==> config.mk <==
export PLATFORM = sky130hd
export DESIGN_NAME = thermal_supervision_fan_alarm
export DESIGN_NICKNAME = d
export VERILOG_FILES = /design/src/rtl/thermal_pkg.sv /design/src/rtl/persist_timer.sv /design/src/rtl/thermal_supervision_fan_alarm.sv
export SDC_FILE = /design/constraint.sdc
export NUM_CORES = 1
export LEC_CHECK = 0
export BUFFER_PORTS_ARGS = -buffer_cell sky130_fd_sc_hd__buf_2
export CORE_MARGIN = 8
export CORE_UTILIZATION = 30
export DETAILED_ROUTE_END_ITERATION = 8
export SLEW_MARGIN = 30
export SYNTH_ARGS = -nofsm -noshare
export SYNTH_HDL_FRONTEND = slang
export SYNTH_HIERARCHICAL = 1
export SYNTH_SLANG_ARGS = --single-unit
==> constraint.sdc <==
create_clock -name clk_sys -period 7.7 [get_ports clk_sys]
set_input_delay 1.54 -clock clk_sys [delete_from_list [all_inputs] [get_ports clk_sys]]
set_output_delay 1.54 -clock clk_sys [all_outputs]
set_load 0.02 [all_outputs]
==> src/rtl/thermal_pkg.sv <==
// Constants and types for the cabinet thermal supervision block
`default_nettype none
package thermal_pkg;
  // ----------------------------------------------------------------
  // Register map
  // ----------------------------------------------------------------
  localparam logic [7:0] ADDR_CTRL = 8'h00;
  localparam logic [7:0] ADDR_OFFSET = 8'h04;
  localparam logic [7:0] ADDR_FAN_ON = 8'h08;
  localparam logic [7:0] ADDR_OVERHEAT = 8'h0C;
  localparam logic [7:0] ADDR_DELAY = 8'h10;
  localparam logic [7:0] ADDR_COLD = 8'h14;
  localparam logic [7:0] ADDR_TEMP = 8'h18;
  localparam logic [7:0] ADDR_STATUS = 8'h1C;
  localparam logic [7:0] ADDR_IRQ_STAT = 8'h20;
  localparam logic [7:0] ADDR_IRQ_EN = 8'h24;
  localparam logic [7:0] ADDR_IRQ_CLR = 8'h28;
  // ----------------------------------------------------------------
  // Reset values and limits, degrees Celsius, signed 8 bit; delay in minutes, unsigned
  // ----------------------------------------------------------------
  localparam logic signed [7:0] OFFSET_RST = 8'sh00;
  localparam logic signed [7:0] OFFSET_MIN = -8'sd10;
  localparam logic signed [7:0] OFFSET_MAX = 8'sd10;
  localparam logic signed [7:0] FAN_ON_RST = 8'sd30;
  localparam logic signed [7:0] FAN_ON_MIN = 8'sd25;
  localparam logic signed [7:0] FAN_ON_MAX = 8'sd40;
  localparam logic signed [7:0] FAN_HYST = 8'sd5;
  localparam logic signed [7:0] OVERHEAT_RST = 8'sd48;
  localparam logic signed [7:0] OVERHEAT_MIN = 8'sd35;
  localparam logic signed [7:0] OVERHEAT_MAX = 8'sd65;
  localparam logic [7:0] DELAY_RST = 8'h0F;
  localparam logic [7:0] DELAY_MAX = 8'hF0;
  localparam logic signed [7:0] COLD_RST = -8'sd10;
  localparam logic signed [7:0] WARN_MARGIN = 8'sd3;
  localparam logic signed [7:0] CLEAR_HYST = 8'sd13;
  localparam logic signed [7:0] STOP_MARGIN = 8'sd15;
  localparam logic signed [7:0] RISE_LIMIT = 8'sd5;
  localparam logic signed [7:0] RISE_FLOOR = 8'sd35;
  // ----------------------------------------------------------------
  // Timing
  // ----------------------------------------------------------------
  localparam int CLK_HZ = 10_000_000;
  localparam int SEC_TICK_CYC = CLK_HZ;
  localparam int WARN_DELAY_S = 3;
  localparam int KEY_HOLD_S = 3;
  localparam int SEC_PER_MIN = 60;
  // ----------------------------------------------------------------
  // Interrupt bits
  // ----------------------------------------------------------------
  localparam int IRQ_WARN = 0;
  localparam int IRQ_ALARM = 1;
  localparam int IRQ_STOP = 2;
  localparam int IRQ_FAN = 3;
  localparam int IRQ_W = 4;
  typedef enum logic [2:0] {
    ST_RUN = 3'b001,
    ST_ALARM = 3'b010,
    ST_STOP = 3'b100
  } therm_state_t;
endpackage : thermal_pkg
`default_nettype wire

==> src/rtl/persist_timer.sv <==
// Qualifying timer: counts ticks while a condition holds uninterrupted
`default_nettype none
module persist_timer
(
  input wire logic clk_sys,
  input wire logic reset,
  input wire logic tick,
  input wire logic cond,
  input wire logic [7:0] limit,
  output logic done
);
  logic [7:0] cnt_ff;
  // Restart from zero whenever the condition drops
  always_ff @(posedge clk_sys)
  begin
    if (reset || !cond)
      cnt_ff <= 8'h00;
    else if (tick && cnt_ff != limit)
      cnt_ff <= cnt_ff + 8'h01;
  end
  assign done = cond && (cnt_ff == limit);
endmodule : persist_timer
`default_nettype wire

==> src/rtl/thermal_supervision_fan_alarm.sv <==
// Cabinet temperature supervision: fan, warning, alarm, stop
// Summary of operation
// Working temp is raw minus signed offset
// Working temp drives readout, fan, alarms
// Fan on at configurable threshold
// Fan off five degrees below threshold
// Excess threshold and minute delay held
// Warning seconds after excess minus three
// Excess held for delay: alarm, steps off
// Clear after 13 below for delay
// Power-up below warning starts cleared
// Excess plus 15: latched stop, fan off
// Rise over 5 per minute above 35: stop
// Long double key press restarts from stop
// Cold for delay raises same alarm
// Cold alarm clears after delay above threshold
// Timers restart when condition breaks
`default_nettype none
module thermal_supervision_fan_alarm
  import thermal_pkg::*;
#(
  parameter int SEC_CYC = thermal_pkg::SEC_TICK_CYC
)
(
  input wire logic clk_sys,
  input wire logic reset,
  input wire logic sample_valid,
  input wire logic signed [7:0] raw_temp,
  input wire logic key_down_pin,
  input wire logic key_right_pin,
  input wire logic psel,
  input wire logic penable,
  input wire logic pwrite,
  input wire logic [7:0] paddr,
  input wire logic [31:0] pwdata,
  output logic [31:0] prdata,
  output logic pready,
  output logic pslverr,
  output logic fan_on,
  output logic steps_off,
  output logic advance_temperature_warning,
  output logic excess_temperature_alarm,
  output logic out_of_operation,
  output logic irq
);
  import thermal_pkg::*;
  // ----------------------------------------------------------------
  // Second and minute enables
  // ----------------------------------------------------------------
  logic [23:0] div_ff;
  logic sec_tick;
  logic [5:0] sec_cnt_ff;
  logic min_tick;
  always_ff @(posedge clk_sys)
  begin
    if (reset || div_ff == 24'(SEC_CYC - 1))
      div_ff <= 24'h000000;
    else
      div_ff <= div_ff + 24'h000001;
  end
  assign sec_tick = (div_ff == 24'(SEC_CYC - 1));
  always_ff @(posedge clk_sys)
  begin
    if (reset)
      sec_cnt_ff <= 6'h00;
    else if (sec_tick)
      sec_cnt_ff <= (sec_cnt_ff == 6'(SEC_PER_MIN - 1)) ? 6'h00 : sec_cnt_ff + 6'h01;
  end
  assign min_tick = sec_tick && (sec_cnt_ff == 6'(SEC_PER_MIN - 1));
  // ----------------------------------------------------------------
  // Key synchronisers
  // ----------------------------------------------------------------
  logic [2:0] kd_ff;
  logic [2:0] kr_ff;
  logic keys_ff;
  always_ff @(posedge clk_sys)
  begin
    if (reset)
    begin
      kd_ff <= 3'h0;
      kr_ff <= 3'h0;
      keys_ff <= 1'b0;
    end
    else
    begin
      kd_ff <= {kd_ff[1:0], key_down_pin};
      kr_ff <= {kr_ff[1:0], key_right_pin};
      if (kd_ff[1] == kd_ff[2] && kr_ff[1] == kr_ff[2])
        keys_ff <= kd_ff[2] && kr_ff[2];
    end
  end
  // ----------------------------------------------------------------
  // Configuration registers
  // ----------------------------------------------------------------
  logic signed [7:0] offset_ff;
  logic signed [7:0] fan_thr_ff;
  logic signed [7:0] over_thr_ff;
  logic [7:0] delay_ff;
  logic signed [7:0] cold_thr_ff;
  logic [IRQ_W-1:0] irq_en_ff;
  logic wr_en;
  logic signed [7:0] wv;
  assign wr_en = psel && penable && pwrite;
  assign wv = pwdata[7:0];
  // Writes outside the documented ranges are clamped
  always_ff @(posedge clk_sys)
  begin
    if (reset)
    begin
      offset_ff <= OFFSET_RST;
      fan_thr_ff <= FAN_ON_RST;
      over_thr_ff <= OVERHEAT_RST;
      delay_ff <= DELAY_RST;
      cold_thr_ff <= COLD_RST;
      irq_en_ff <= '0;
    end
    else if (wr_en)
    begin
      case (paddr)
        ADDR_OFFSET: offset_ff <= (wv < OFFSET_MIN) ? OFFSET_MIN : (wv > OFFSET_MAX) ? OFFSET_MAX : wv;
        ADDR_FAN_ON: fan_thr_ff <= (wv < FAN_ON_MIN) ? FAN_ON_MIN : (wv > FAN_ON_MAX) ? FAN_ON_MAX : wv;
        ADDR_OVERHEAT: over_thr_ff <= (wv < OVERHEAT_MIN) ? OVERHEAT_MIN : (wv > OVERHEAT_MAX) ? OVERHEAT_MAX : wv;
        ADDR_DELAY: delay_ff <= (pwdata[7:0] > DELAY_MAX) ? DELAY_MAX : pwdata[7:0];
        ADDR_COLD: cold_thr_ff <= wv;
        ADDR_IRQ_EN: irq_en_ff <= pwdata[IRQ_W-1:0];
        default: ;
      endcase
    end
  end
  // ----------------------------------------------------------------
  // Working temperature and previous-minute sample
  // ----------------------------------------------------------------
  logic signed [7:0] temp_ff;
  logic temp_ok_ff;
  logic signed [7:0] last_min_ff;
  logic signed [8:0] diff;
  always_ff @(posedge clk_sys)
  begin
    if (reset)
    begin
      temp_ff <= 8'sh00;
      temp_ok_ff <= 1'b0;
    end
    else if (sample_valid)
    begin
      temp_ff <= 8'(raw_temp - offset_ff);
      temp_ok_ff <= 1'b1;
    end
  end
  always_ff @(posedge clk_sys)
  begin
    if (reset)
      last_min_ff <= 8'sh00;
    else if (!temp_ok_ff)
      last_min_ff <= 8'(raw_temp - offset_ff); // First sample seeds the reference, no false rise
    else if (min_tick)
      last_min_ff <= temp_ff;
  end
  // Sampled once a minute: a spike that subsides inside one minute is not seen
  assign diff = 9'(temp_ff) - 9'(last_min_ff);
  // ----------------------------------------------------------------
  // Threshold comparisons, 9 bit to avoid overflow
  // ----------------------------------------------------------------
  logic signed [8:0] t9;
  logic warn_c;
  logic hot_c;
  logic cool_c;
  logic cold_c;
  logic stop_c;
  logic rise_c;
  assign t9 = 9'(temp_ff);
  assign warn_c = temp_ok_ff && (t9 > 9'(over_thr_ff) - 9'(WARN_MARGIN));
  assign hot_c = temp_ok_ff && (t9 > 9'(over_thr_ff));
  assign cool_c = t9 <= 9'(over_thr_ff) - 9'(CLEAR_HYST);
  assign cold_c = temp_ok_ff && (t9 < 9'(cold_thr_ff));
  assign stop_c = temp_ok_ff && (t9 >= 9'(over_thr_ff) + 9'(STOP_MARGIN));
  assign rise_c = min_tick && temp_ok_ff && (t9 > 9'(RISE_FLOOR)) && (diff > 9'(RISE_LIMIT));
  // ----------------------------------------------------------------
  // Qualifying timers
  // ----------------------------------------------------------------
  logic warn_done;
  logic hot_done;
  logic cool_done;
  logic cold_done;
  logic warm_done;
  logic key_done;
  logic cold_alarm_ff;
  persist_timer u_warn (.clk_sys(clk_sys), .reset(reset), .tick(sec_tick), .cond(warn_c),
    .limit(8'(WARN_DELAY_S)), .done(warn_done));
  persist_timer u_hot (.clk_sys(clk_sys), .reset(reset), .tick(min_tick), .cond(hot_c),
    .limit(delay_ff), .done(hot_done));
  persist_timer u_cool (.clk_sys(clk_sys), .reset(reset), .tick(min_tick), .cond(cool_c && !cold_c),
    .limit(delay_ff), .done(cool_done));
  persist_timer u_cold (.clk_sys(clk_sys), .reset(reset), .tick(min_tick), .cond(cold_c),
    .limit(delay_ff), .done(cold_done));
  persist_timer u_warm (.clk_sys(clk_sys), .reset(reset), .tick(min_tick), .cond(temp_ok_ff && !cold_c),
    .limit(delay_ff), .done(warm_done));
  persist_timer u_key (.clk_sys(clk_sys), .reset(reset), .tick(sec_tick), .cond(keys_ff),
    .limit(8'(KEY_HOLD_S)), .done(key_done));
  // ----------------------------------------------------------------
  // Alarm state machine
  // ----------------------------------------------------------------
  therm_state_t state_ff;
  // Reset is the power cycle: alarm and switch-off start cleared
  always_ff @(posedge clk_sys)
  begin
    if (reset)
    begin
      state_ff <= ST_RUN;
      cold_alarm_ff <= 1'b0;
    end
    else
    begin
      case (state_ff)
        ST_RUN:
        begin
          if (stop_c || rise_c)
            state_ff <= ST_STOP;
          else if (hot_done || cold_done)
          begin
            state_ff <= ST_ALARM;
            cold_alarm_ff <= cold_done && !hot_done;
          end
        end
        ST_ALARM:
        begin
          if (stop_c || rise_c)
            state_ff <= ST_STOP;
          else if (cold_alarm_ff ? warm_done : cool_done)
            state_ff <= ST_RUN;
        end
        ST_STOP:
        begin
          if (key_done)
            state_ff <= ST_RUN;
        end
        default: state_ff <= ST_RUN;
      endcase
    end
  end
  // ----------------------------------------------------------------
  // Outputs
  // ----------------------------------------------------------------
  logic nxt_fan;
  always_comb
  begin
    nxt_fan = fan_on;
    if (state_ff == ST_STOP)
      nxt_fan = 1'b0;
    else if (temp_ok_ff && t9 >= 9'(fan_thr_ff))
      nxt_fan = 1'b1;
    else if (t9 <= 9'(fan_thr_ff) - 9'(FAN_HYST))
      nxt_fan = 1'b0;
  end
  always_ff @(posedge clk_sys)
  begin
    if (reset)
    begin
      fan_on <= 1'b0;
      steps_off <= 1'b0;
      advance_temperature_warning <= 1'b0;
      excess_temperature_alarm <= 1'b0;
      out_of_operation <= 1'b0;
    end
    else
    begin
      fan_on <= nxt_fan;
      steps_off <= (state_ff != ST_RUN);
      excess_temperature_alarm <= (state_ff == ST_ALARM);
      advance_temperature_warning <= warn_done && (state_ff == ST_RUN);
      out_of_operation <= (state_ff == ST_STOP);
    end
  end
  // ----------------------------------------------------------------
  // Interrupts: set wins over clear
  // ----------------------------------------------------------------
  logic [IRQ_W-1:0] irq_stat_ff;
  logic [IRQ_W-1:0] ev;
  logic [IRQ_W-1:0] clr;
  assign ev = {nxt_fan && !fan_on, state_ff == ST_STOP, state_ff == ST_ALARM, warn_done};
  assign clr = (wr_en && paddr == ADDR_IRQ_CLR) ? pwdata[IRQ_W-1:0] : '0;
  always_ff @(posedge clk_sys)
  begin
    if (reset)
    begin
      irq_stat_ff <= '0;
      irq <= 1'b0;
    end
    else
    begin
      irq_stat_ff <= (irq_stat_ff & ~clr) | ev;
      irq <= |(((irq_stat_ff & ~clr) | ev) & irq_en_ff);
    end
  end
  // ----------------------------------------------------------------
  // APB read side: no wait state, answer in first access cycle
  // ----------------------------------------------------------------
  always_ff @(posedge clk_sys)
  begin
    if (reset)
    begin
      pready <= 1'b0;
      pslverr <= 1'b0;
      prdata <= 32'h00000000;
    end
    else
    begin
      pready <= psel && !penable;
      pslverr <= 1'b0;
      prdata <= 32'h00000000;
      if (psel && !penable)
      begin
        case (paddr)
          ADDR_CTRL: prdata <= 32'h00000000;
          ADDR_OFFSET: prdata <= {24'h000000, offset_ff};
          ADDR_FAN_ON: prdata <= {24'h000000, fan_thr_ff};
          ADDR_OVERHEAT: prdata <= {24'h000000, over_thr_ff};
          ADDR_DELAY: prdata <= {24'h000000, delay_ff};
          ADDR_COLD: prdata <= {24'h000000, cold_thr_ff};
          ADDR_TEMP: prdata <= {24'h000000, temp_ff};
          ADDR_STATUS: prdata <= {27'h0000000, out_of_operation, excess_temperature_alarm,
            advance_temperature_warning, steps_off, fan_on};
          ADDR_IRQ_STAT: prdata <= {28'h0000000, irq_stat_ff};
          ADDR_IRQ_EN: prdata <= {28'h0000000, irq_en_ff};
          ADDR_IRQ_CLR: prdata <= 32'h00000000;
          default: pslverr <= 1'b1;
        endcase
      end
    end
  end
  // ----------------------------------------------------------------
  // Checks
  // ----------------------------------------------------------------
  AST_STOP_FAN_OFF: assert property (@(posedge clk_sys) disable iff (reset)
    state_ff == ST_STOP |=> !fan_on) else $error("fan on during stop");
  AST_STOP_ENTRY: assert property (@(posedge clk_sys) disable iff (reset)
    (stop_c && state_ff != ST_STOP) |=> state_ff == ST_STOP) else $error("stop not entered");
  AST_ALARM_STEPS: assert property (@(posedge clk_sys) disable iff (reset)
    state_ff == ST_ALARM |=> steps_off && excess_temperature_alarm) else $error("alarm without steps off");
  AST_FAN_ON: assert property (@(posedge clk_sys) disable iff (reset)
    (state_ff != ST_STOP && temp_ok_ff && t9 >= 9'(fan_thr_ff)) |=> fan_on) else $error("fan not on");
  AST_FAN_HYST: assert property (@(posedge clk_sys) disable iff (reset)
    ($fell(fan_on) && $past(state_ff) != ST_STOP) |-> $past(t9) <= 9'(fan_thr_ff) - 9'(FAN_HYST))
    else $error("fan off inside band");
  AST_NO_WARN_IN_ALARM: assert property (@(posedge clk_sys) disable iff (reset)
    state_ff == ST_ALARM |=> !advance_temperature_warning) else $error("warning not replaced");
  AST_STOP_HOLD: assert property (@(posedge clk_sys) disable iff (reset)
    (state_ff == ST_STOP && !key_done) |=> state_ff == ST_STOP) else $error("stop left without keys");
  AST_OFFSET_RANGE: assert property (@(posedge clk_sys) disable iff (reset)
    offset_ff >= OFFSET_MIN && offset_ff <= OFFSET_MAX) else $error("offset out of range");
  AST_ALARM_CAUSE: assert property (@(posedge clk_sys) disable iff (reset)
    ($past(state_ff) == ST_RUN && state_ff == ST_ALARM) |-> $past(hot_done || cold_done))
    else $error("alarm without qualified cause");
endmodule : thermal_supervision_fan_alarm
`default_nettype wire

-- Word-level counts from Yosys, hierarchy flattened
Cells that the tools add are included.
- register bits: 194
- bits of input ports: 56
- output and inout bits: 40
- logic and storage cells: 187
- add/subtract/negate cells: 14
- $lt $le $gt $ge: 16
- eq/ne operators: 34
- mux-type cells: 23
- bitwise operators: 6
- reductions and logical operators: 62
- operators by type and width (cell ; count):
    2-to-1 mux 8 bit ; 9
    case mux 8 bit (9 select lines) ; 1
    adder 8 x 1 -> 8 bit, second input constant ; 6
    == test 8 x 5 -> 1 bit, second input constant ; 4
    == test 8 bit ; 4
    logical AND 1 bit ; 32
    != test 8 bit ; 4
    adder 24 x 1 -> 24 bit, second input constant ; 1
    == test 24 bit, second input constant ; 1
    == test 8 x 6 -> 1 bit, second input constant ; 3
    less-or-equal comparator 8 x 9 -> 1 bit ; 2
    == test 8 x 2 -> 1 bit, second input constant ; 2
    == test 8 x 4 -> 1 bit, second input constant ; 2
    greater-than comparator 8 x 7 -> 1 bit, second input constant ; 2
    greater-than comparator 8 bit, second input constant ; 2
    != test 8 x 2 -> 1 bit, second input constant ; 2
    2-to-1 mux 3 bit ; 5
    AND reduction 2 bit ; 6
    OR reduction 11 bit ; 1
    adder 8 x 5 -> 9 bit, second input constant ; 1
    >= comparator 8 x 9 -> 1 bit ; 1
    greater-than comparator 8 x 9 -> 1 bit ; 1
    greater-than comparator 9 x 4 -> 1 bit, second input constant ; 1
    zero test 1 bit ; 9
    35 further kinds ; 53

-- Longest topological paths before layout
Gate-level depths: netlist of the first run.
- depth in word-level cells: 9
- depth in mapped cells: 15

-- Cells and area by module
The synthesis of the first run kept the hierarchy.
- by module, submodules not included (module ; instances ; cells an instance ; area an instance (sq um) ; seq. area each (sq um)):
    thermal_supervision_fan_alarm ; 1 ; 986 ; 7925.1 ; 2442.3
    persist_timer ; 6 ; 54 ; 489.2 ; 160.2

-- Least setup slack after synthesis of the first run
No wires, ideal clock.
- path kind: input to register
- start point: in paddr[3]
- end point: reg irq
- arrival: 3287 ps
- data required time: 7578 ps
- slack: 4291 ps
- stages on the path: 8
- path buffers: 1
- cell sequence: buf_2 nor4b_1 and3_1 nand2_1 a21o_1 a22oi_1 nor2_1 a221o_1
- word-level cells in the longest chain between the ends: 8
- RTL lines (element ; line ; text):
    start, declared ; thermal_supervision_fan_alarm.sv:34 ; input wire logic [7:0] paddr,
    == test 8 x 6 -> 1 bit ; thermal_supervision_fan_alarm.sv:281 ; assign clr = (wr_en && paddr == ADDR_IRQ_CLR) ? pwdata[IRQ_W-1:0] : '0;
    logical AND 1 bit ; thermal_supervision_fan_alarm.sv:281 ;
    2-to-1 mux 4 bit ; thermal_supervision_fan_alarm.sv:281 ;
    NOT 4 bit ; thermal_supervision_fan_alarm.sv:292 ; irq <= |(((irq_stat_ff & ~clr) | ev) & irq_en_ff);
    bitwise AND 4 bit ; thermal_supervision_fan_alarm.sv:292 ;
    OR 4 bit ; thermal_supervision_fan_alarm.sv:292 ;
    bitwise AND 4 bit ; thermal_supervision_fan_alarm.sv:292 ;
    OR reduction 4 bit ; thermal_supervision_fan_alarm.sv:292 ;
    end signal, assigned ; thermal_supervision_fan_alarm.sv:292 ;
    end, declared ; thermal_supervision_fan_alarm.sv:44 ; output logic irq
Every way passes these cells.
A chain may end at the register's enable or synchronous reset.

-- Final worst setup path of the first run
- start point: reg over_thr_ff[0]
- end point: reg u_cool.cnt_ff[4]
- word-level cells in the longest chain between the ends: 5
- RTL lines (element ; line ; text):
    start, declared ; thermal_supervision_fan_alarm.sv:97 ; logic signed [7:0] over_thr_ff;
    start signal, assigned ; thermal_supervision_fan_alarm.sv:122 ; ADDR_OVERHEAT: over_thr_ff <= (wv < OVERHEAT_MIN) ? OVERHEAT_MIN : (wv > OVERHEAT_MAX) ? OVERHEAT_MAX : wv;
    subtractor 8 x 5 -> 9 bit ; thermal_supervision_fan_alarm.sv:174 ; assign cool_c = t9 <= 9'(over_thr_ff) - 9'(CLEAR_HYST);
    less-or-equal comparator 8 x 9 -> 1 bit ; thermal_supervision_fan_alarm.sv:174 ;
    logical AND 1 bit ; thermal_supervision_fan_alarm.sv:192 ; persist_timer u_cool (.clk_sys(clk_sys), .reset(reset), .tick(min_tick), .cond(cool_c && !cold_c),
    zero test 1 bit ; persist_timer.sv:16 ; if (reset || !cond)
    logical OR 1 bit ; persist_timer.sv:16 ;
    end signal, assigned ; persist_timer.sv:19 ; cnt_ff <= cnt_ff + 8'h01;
    end, declared ; persist_timer.sv:12 ; logic [7:0] cnt_ff;
Every way passes these cells.

==> qor.txt, run 1 <==
outcome -> complete, no violations
clock power share -> 44.0%
CTS tree -> done
Sequential Power Share -> 44.2%
Max Freq -> 267.4 MHz
Setup TNS -> 0 ps
Post-CTS Hold Buffers -> 0
area delta synth->final -> 11.60%
total grt overflow -> 0
DR vias/cell -> 5.242
worst hold path class -> reg -> reg
synth unique cells -> 72
post-route ant nets -> 0
PwrDens -> 168.9 mW/mm2
met1 Resource Use GR -> 18.74%
FF-to-FF setup slack -> 3960 ps
EDFF count, synth -> 0
Resize count post-CTS -> 0
all-layer global routing usage -> 14.06%
first-pass GRT wire length -> 47980 um
main flop type after synthesis -> dfxtp_1
total number of yosys warnings -> 6
WL/cell -> 16.23 um
RSZ-0062 raised after global routing -> false
n_diodes -> 0
H-Tree Depth -> 4
CP required -> 8090 ps
Initial Util -> 30.46%
Reg-to-Reg Start -> over_thr_ff[0]
row cnt -> 69
Die Y -> 206.3 um
Slew Limit Fails -> 0
Mapped Avg Cell Area -> 8.290 um2
critical path depth in cells -> 12
VDD IR max -> 158.3 uV
Critical Path Start Type -> flop
critical-path cell list -> inv_1, ha_1, or3_1, a21oi_1, a21oi_1, ha_1, a211o_1, a31o_2, a211oi_1, nand2b_1, or4_1, nand2_1
Clock Tree Buf Depth -> 2
pre-CTS WS -> 3657 ps
IO Count -> 96
Worst-Margin Slew -> 869.0 ps
Num CTS Buffers -> 17
final hold viol count -> 0
clk_lat worst skew -> 450 ps
clk_skew -> 19.09 ps
clk slew on worst S/H paths -> 80 ps
fin worst setup slack -> 3961 ps
combinational fraction of design power -> 11.8%
Buf/Inv on CP -> 1
core area -> 0.03566 mm2
flops & latches, synth -> 170
number of port buffers -> 47
Final setup viols -> 0
Fin Hold WS -> 464.3 ps
register area share after synthesis -> 31.34%
starting DRC count in detailed routing -> 672
DP HPWL -> 22080 um
Internal -> 1.454 mW
Worst Path Class, Setup -> reg -> reg
largest net degree at the start of global routing -> 69
vias in the first global route -> 9225
critical path endpoint -> u_cool/cnt_ff[4]
Psw -> 593.3 uW
die area -> 0.04255 mm2
drt drc -> 0
crit-path leading delay family -> simple AND/OR/NAND/NOR gates
FF-to-FF End -> u_cool/cnt_ff[4]
Worst Reg-to-Reg Cells -> 12
Final min period -> 3739 ps
Crit path arrival time -> 4130 ps
Fill cells -> 3690
Pwr Total -> 2.047 mW
Maximum Capacitance Violations -> 0
final wirelength -> 29620 um
Crit. End Element -> flop
synthesized area -> 0.01086 mm2
Die Wd -> 206.3 um
initial antenna violation count -> 4
global routing's busiest layer -> met2
Post-synth ARST share -> 0%
peak fanout along the critical path -> 8
fraction of layout cells with a size suffix above 1 -> 10.48%
met2 usage -> 21.86%
via count -> 9566
Sw Share -> 28.98%
final cycle utilization of the critical path -> 48.56%
worst rel slew slack -> 41.53%
CTS Root Cell -> clkbuf_16
Syn Inst Count -> 1310
crit path max-delay cell type -> dfxtp_1
P_leak -> 4.740 nW
Critical Path Max Stage Delay -> 560 ps
Setup crit start -> over_thr_ff[0]
clk sinks -> 170
RD Place Congestion -> 0.8666
GRT met3 Usage -> 3.903%
First-pass DRT Iterations -> 5
NumNets Final -> 1491
postcts setup bufs -> 0
-- area by class of cell --
type | count | area [um2] | share of cell area (%)
timing repair buffer | 60 | 335.3 | 2.767
multi-input combinational | 1041 | 6957 | 57.40
inverter | 61 | 229.0 | 1.889
sequential | 170 | 3403 | 28.08
clock buffer | 17 | 425.4 | 3.510
tap | 461 | 576.8 | 4.759
clock inverter | 15 | 193.9 | 1.600
-- registers in the layout, indices dropped and copies added, names as in the netlist, 4 cells and up --
signal,flops
over_thr_ff,8
irq_en_ff,4
prdata,8
temp_ff,8
u_warn/cnt_ff,8
div_ff,24
u_hot/cnt_ff,8
u_warm/cnt_ff,8
u_cool/cnt_ff,8
last_min_ff,8
cold_thr_ff,8
fan_thr_ff,8
u_key/cnt_ff,8
sec_cnt_ff,6
irq_stat_ff,4
delay_ff,8
offset_ff,8
u_cold/cnt_ff,8
-- cell usage after synthesis (all sizes together) (19+ instances only) --
library cell	instances	area share (%)
nor2b	25	1.4
o211ai	19	1.3
or3	19	1.2
nand3	26	1.2
nor3	21	0.97
clkbuf	28	0.97
nand2	87	3.0
and3	22	1.3
or4	21	1.5
ha	82	9.4
nand2b	28	1.6
xnor2	78	6.3
nand4	53	3.7
buf	48	3.0
a21oi	89	4.1
inv	60	2.1
o21ai	59	2.7
xor2	32	2.6
dfxtp	170	31
nor2	136	4.9
-- cell families after synthesis --
kind of cell,after synthesis,share of synthesized area [%]
other cells,2,0.06915
compound gates,302,17.98
flops,170,31.34
fa+ha+maj,84,9.816
simple gates,487,24.16
mux,18,1.670
xor+xnor,110,8.871
buf+inv,137,6.094
-- stage by stage --
step / instances / instance area [um2] / util (%)
3_5_place_dp: 1793 / 11490 / 32.24
3_3_place_gp: 1793 / 11490 / 32.22
2_1_floorplan: 1348 / 11000 / -
6_report: 1825 / 12120 / 33.99
5_1_grt: 1825 / 12120 / 33.99
4_1_cts: 1825 / 12110 / 33.98
-- metal layers --
layer / routed length (um) / vias to the layer above
met4: 580 / 8
met2: 12840 / 250
met1: 14010 / 4510
li1: - / 4742
met3: 2137 / 56
met5: 57 / -
-- cell usage in the layout, fill, tap and decap left out, drive strengths merged, types with 8 or more instances in the layout --
cell and instances:
dfxtp 170, nor2 136, a21oi 89, nand2 87
ha 82, xnor2 78, inv 68, buf 60
o21ai 59, nand4 53, conb 40, xor2 32
nand2b 28, nand3 26, nor2b 25, and3 22
or4 21, nor3 21, o211ai 19, or3 19
a22oi 17, mux2i 17, clkbuf 17, a21o 16
a211oi 16, a211o 14, o31ai 14, and2 13
a31oi 11, a221oi 9, nor4 8
-- power groups by stage --
stage,Clock (mW),Combinational [mW],Sequential (mW)
floorplan,0,0.179,0.925
global placement,0,0.233,0.924
detailed placement,0,0.239,0.924
CTS,0.922,0.241,0.904
global route,0.958,0.273,0.906
finish,0.901,0.242,0.904
-- worst reg2reg max path, delay by kind of cell, from the launching register on --
| family | cells | cell delay [ps] |
|---|---|---|
| AOI/OAI and AO/OA | 5 | 1150 |
| adders and majority gates | 2 | 490 |
| buffers and inverters | 1 | 150 |
| DFF | 1 | 560 |
| and+or+nand+nor | 4 | 1320 |
-- worst min-delay path by stage --
stage / slack [ps] / end / depth (start not counted) / start
floorplan: 410 / kd_ff[1] / 1 / kd_ff[0]
global placement: 440 / kr_ff[1] / 1 / kr_ff[0]
detailed placement: 440 / kd_ff[1] / 1 / kd_ff[0]
CTS: 460 / kr_ff[1] / 1 / kr_ff[0]
global route: 470 / kr_ff[1] / 1 / kr_ff[0]
finish: 460 / div_ff[0] / 1 / div_ff[0]
Power figures use the tool's default switching activity.
==> run 2, diff against run 1 <==
Settings changed: ABC_AREA set to 1.
Clock period 7.7 ns to 3.3 ns, I/O delays scaled along.
==> run 2 against run 1 <==
Synthesized cell count grew 34%. Global-route usage grew 0.34 points. Cell count grew 30%. Worst hold slack lost 63 ps. Sequential share of layout area shrank 2.0 points. Fmax grew 20%. Highest routed layer unchanged. First-iteration DRC count grew 19%. Utilization is essentially flat. Clock skew shrank 9.8 ps. Die area grew 5.9%. Synthesized area grew 6.4%.
==> qor.txt, run 2 <==
final cycle utilization of the critical path -> 94.08% (+46 points)
most frequent cells in the layout -> nand2_1 (405), inv_1 (275), nor2_1 (197), dfxtp_1 (170), a21oi_1 (152)
starting DRC count in detailed routing -> 800 (+19%)
worst hold path class -> reg -> reg
Buf/Inv on CP -> 3 (+2)
largest net degree at the start of global routing -> 36 (-48%)
First-pass DRT Iterations -> 6 (+1)
H-Tree Depth -> 4 (unchanged)
initial antenna violation count -> 3 (-1)
total number of yosys warnings -> 6 (unchanged)
most frequent cells after synthesis -> nand2_1 (405), inv_1 (275), nor2_1 (197), dfxtp_1 (170), a21oi_1 (152)
RSZ-0062 raised after global routing -> false
Slew Limit Fails -> 0 (unchanged)
WL/cell -> 13.71 um (-16%)
register area share after synthesis -> 29.45% (-1.9 points)
core area -> 0.03838 mm2 (+7.6%)
outcome -> complete, no violations
main flop type after synthesis -> dfxtp_1
critical-path cell list -> inv_1, ha_1, nor2_1, nand2_1, xor2_1, ha_1, a21oi_1, o21ai_0, nand2_1, o2111ai_1, xor2_1, o21ai_1, inv_1, inv_1, nor2_1, mux2i_1, nand4_1, nand4_1, nand2_1
DP HPWL -> 25050 um (+13%)
Largest register FFs -> 24 (unchanged)
Synth Area in Adders -> 9.225% (-0.59 points)
area delta synth->final -> 12.97%
RD Place Congestion -> 0.9104 (+5.1%)
Mapped Avg Cell Area -> 6.596 um2 (-20%)
Largest Register -> div_ff
FF-to-FF setup slack -> 200 ps (-3770 ps)
Final min period -> 3105 ps (-634.4 ps)
Setup TNS -> 0 ps (unchanged)
placed cell area -> 0.01245 mm2 (+8.3%)
total grt overflow -> 0 (unchanged)
Post-Synth XOR/XNOR Area -> 4.244% (-4.6 points)
Initial Util -> 30.11% (-0.35 points)
P_leak -> 5.665 nW (+20%)
clk sinks -> 170 (unchanged)
Num CTS Buffers -> 17 (unchanged)
IO Count -> 96 (unchanged)
Syn Inst Count -> 1752 (+34%)
row cnt -> 72 (+4.3%)
simple-gate portion of the synthesized area -> 31.12% (+7.0 points)
CTS Root Cell -> clkbuf_16
Placed Instances -> 2334 (+30%)
DR vias/cell -> 4.725 (-9.9%)
fin worst setup slack -> 195.2 ps (-3766 ps)
fraction of layout cells with a size suffix above 1 -> 9.204% (-1.3 points)
Maximum Capacitance Violations -> 0 (unchanged)
final hold viol count -> 0 (unchanged)
synth unique cells -> 54 (-25%)
pre-CTS WS -> 230.5 ps (-3427 ps)
Critical Path Start Type -> flop
EDFF count, synth -> 0 (unchanged)
number of port buffers -> 47 (unchanged)
drt drc -> 0 (unchanged)
clk slew on worst S/H paths -> 70 ps (about the same)
Compound-Gate Fraction of Synth Area -> 13.59% (-4.4 points)
Yosys top cell by area -> dfxtp_1
clk_skew -> 9.311 ps (-9.780 ps)
mux share of post-synthesis cell area -> 0.08662% (-1.6 points)
Multi-input gate area -> 0.006913 mm2 (-0.63%)
final wirelength -> 32450 um (+9.5%)
clk_lat worst skew -> 460 ps (about the same)
Max Freq -> 322.1 MHz (+20%)
NumNets Final -> 1975 (+32%)
Final setup viols -> 0 (unchanged)
Crit. End Element -> flop
all-layer global routing usage -> 14.39% (+0.34 points)
post-route ant nets -> 0 (unchanged)
via count -> 11.18k (+17%)
vias in the first global route -> 10.35k (+12%)
Worst-Margin Slew -> 781.1 ps (-87.85 ps)
die area -> 0.04506 mm2 (+5.9%)
postcts setup bufs -> 0 (unchanged)
Critical Path Max Stage Delay -> 330 ps (-230 ps)
flops & latches, synth -> 170 (unchanged)
storage element area -> 0.003403 mm2 (unchanged)
Clock Tree Buf Depth -> 2 (unchanged)
first-pass GRT wire length -> 51740 um (+7.9%)
CTS tree -> done
worst rel slew slack -> 47.26% (+5.7 points)
Cell Count, Final, Fillers Out -> 2366 (+30%)
crit-path leading delay family -> simple AND/OR/NAND/NOR gates
combinational family with the most area after synthesis -> simple AND/OR/NAND/NOR gates
share of the synthesized area in the top cell type -> 29.45% (-1.9 points)
commonest non-fill, non-tap cell in the layout -> nand2_1
CP required -> 3660 ps (-4430 ps)
Crit path arrival time -> 3460 ps (-670 ps)
leading cell type by number of instances after synthesis -> nand2_1
Fill cells -> 4174 (+13%)
top cells by area, synth -> dfxtp_1 (29%), nand2_1 (13%), inv_1 (8.9%)
post-layout instance area -> 0.01306 mm2 (+7.7%)
synthesized area -> 0.01156 mm2 (+6.4%)
peak fanout along the critical path -> 4 (-4)
crit path max-delay cell type -> dfxtp_1
Die Y -> 212.3 um (+2.9%)
VDD IR max -> 357.9 uV (+130%)
PwrDens -> 376.3 mW/mm2 (+120%)
Worst Path Class, Setup -> reg -> reg
Post-synth ARST share -> 0% (unchanged)
Die Wd -> 212.3 um (+2.9%)
run 2: changes by cell type after synthesis, sizes merged, moves of 51 or more:
cell / previous run / this run
a21oi: 89 / 154
xnor2: 78 / 27
nor2: 136 / 219
nand2: 87 / 420
nand3: 26 / 91
inv: 60 / 283
run 2: repair_timing:
action / CTS / global route
endpoints found under the setup margin: 0 / 2
hold buffers: 0 / 0
gates resized for setup: 0 / 1
run 2: kinds of logic (layout without fill, tap and decap cells):
| group | count (synthesis) | in the layout |
|---|---|---|
| AND/OR/NAND/NOR | 822 | 822 |
| buffers and inverters | 338 | 387 |
| AO/OA/AOI/OAI | 279 | 279 |
| flip-flops | 170 | 170 |
| adder cells (fa/ha/maj) | 84 | 84 |
| XOR/XNOR | 56 | 56 |
| other | 2 | 49 |
| multiplexers | 1 | 1 |
run 2: final cells by class:
type                    instances  share of cell area [%]
multi-input cells            1290                   52.95
flip-flops and latches        170                   26.07
inverters                     286                   8.223
well taps                     518                   4.965
clock buffers                  18                   3.287
repair buffers                 70                   3.124
clock inverters                13                   1.361
diodes                          1                 0.01917
run 2: layer usage:
| layer | part of all wire, % | vias up | track usage [%] | routed length, um |
|---|---|---|---|---|
| li1 | - | 5741 | - | - |
| met1 | 46 | 5087 | 18.21 | 14900 |
| met2 | 45 | 283 | 23.65 | 14760 |
| met3 | 6.0 | 62 | 3.715 | 1933 |
| met4 | 2.5 | 6 | 4.664 | 819 |
| met5 | 0.10 | - | 0 | 34 |
run 2: where the power goes:
part           internal, mW  switching [mW]
combinational         0.221           0.428
sequential             2.08          0.0405
clock                  1.26           0.884
run 2: per-stage QoR:
step | utilization [%] | hold slack, ps | power (mW)
after floorplan | - | 388.3 | 2.632
after global placement | 32.43 | 392.5 | 2.798
after detailed placement | 32.43 | 391.6 | 2.810
after CTS | 34.01 | 383.5 | 4.957
after global routing | 34.01 | 393.6 | 5.135
final | 34.02 | 401.8 | 4.913
run 2: worst min-delay path: stages, from the launching register on:
cell and delay (ps):
dfxtp_1 290, inv_1 40, nor2_1 30
run 2: path summary, 6_finish.rpt:
path | from | to | depth (start not counted)
worst min-delay path | kd_ff[0] | kd_ff[1] | 2
worst min register to register | kd_ff[0] | kd_ff[1] | 2
worst max-delay path | over_thr_ff[0] | state_ff[0] | 19
worst max register to register | over_thr_ff[0] | state_ff[0] | 19
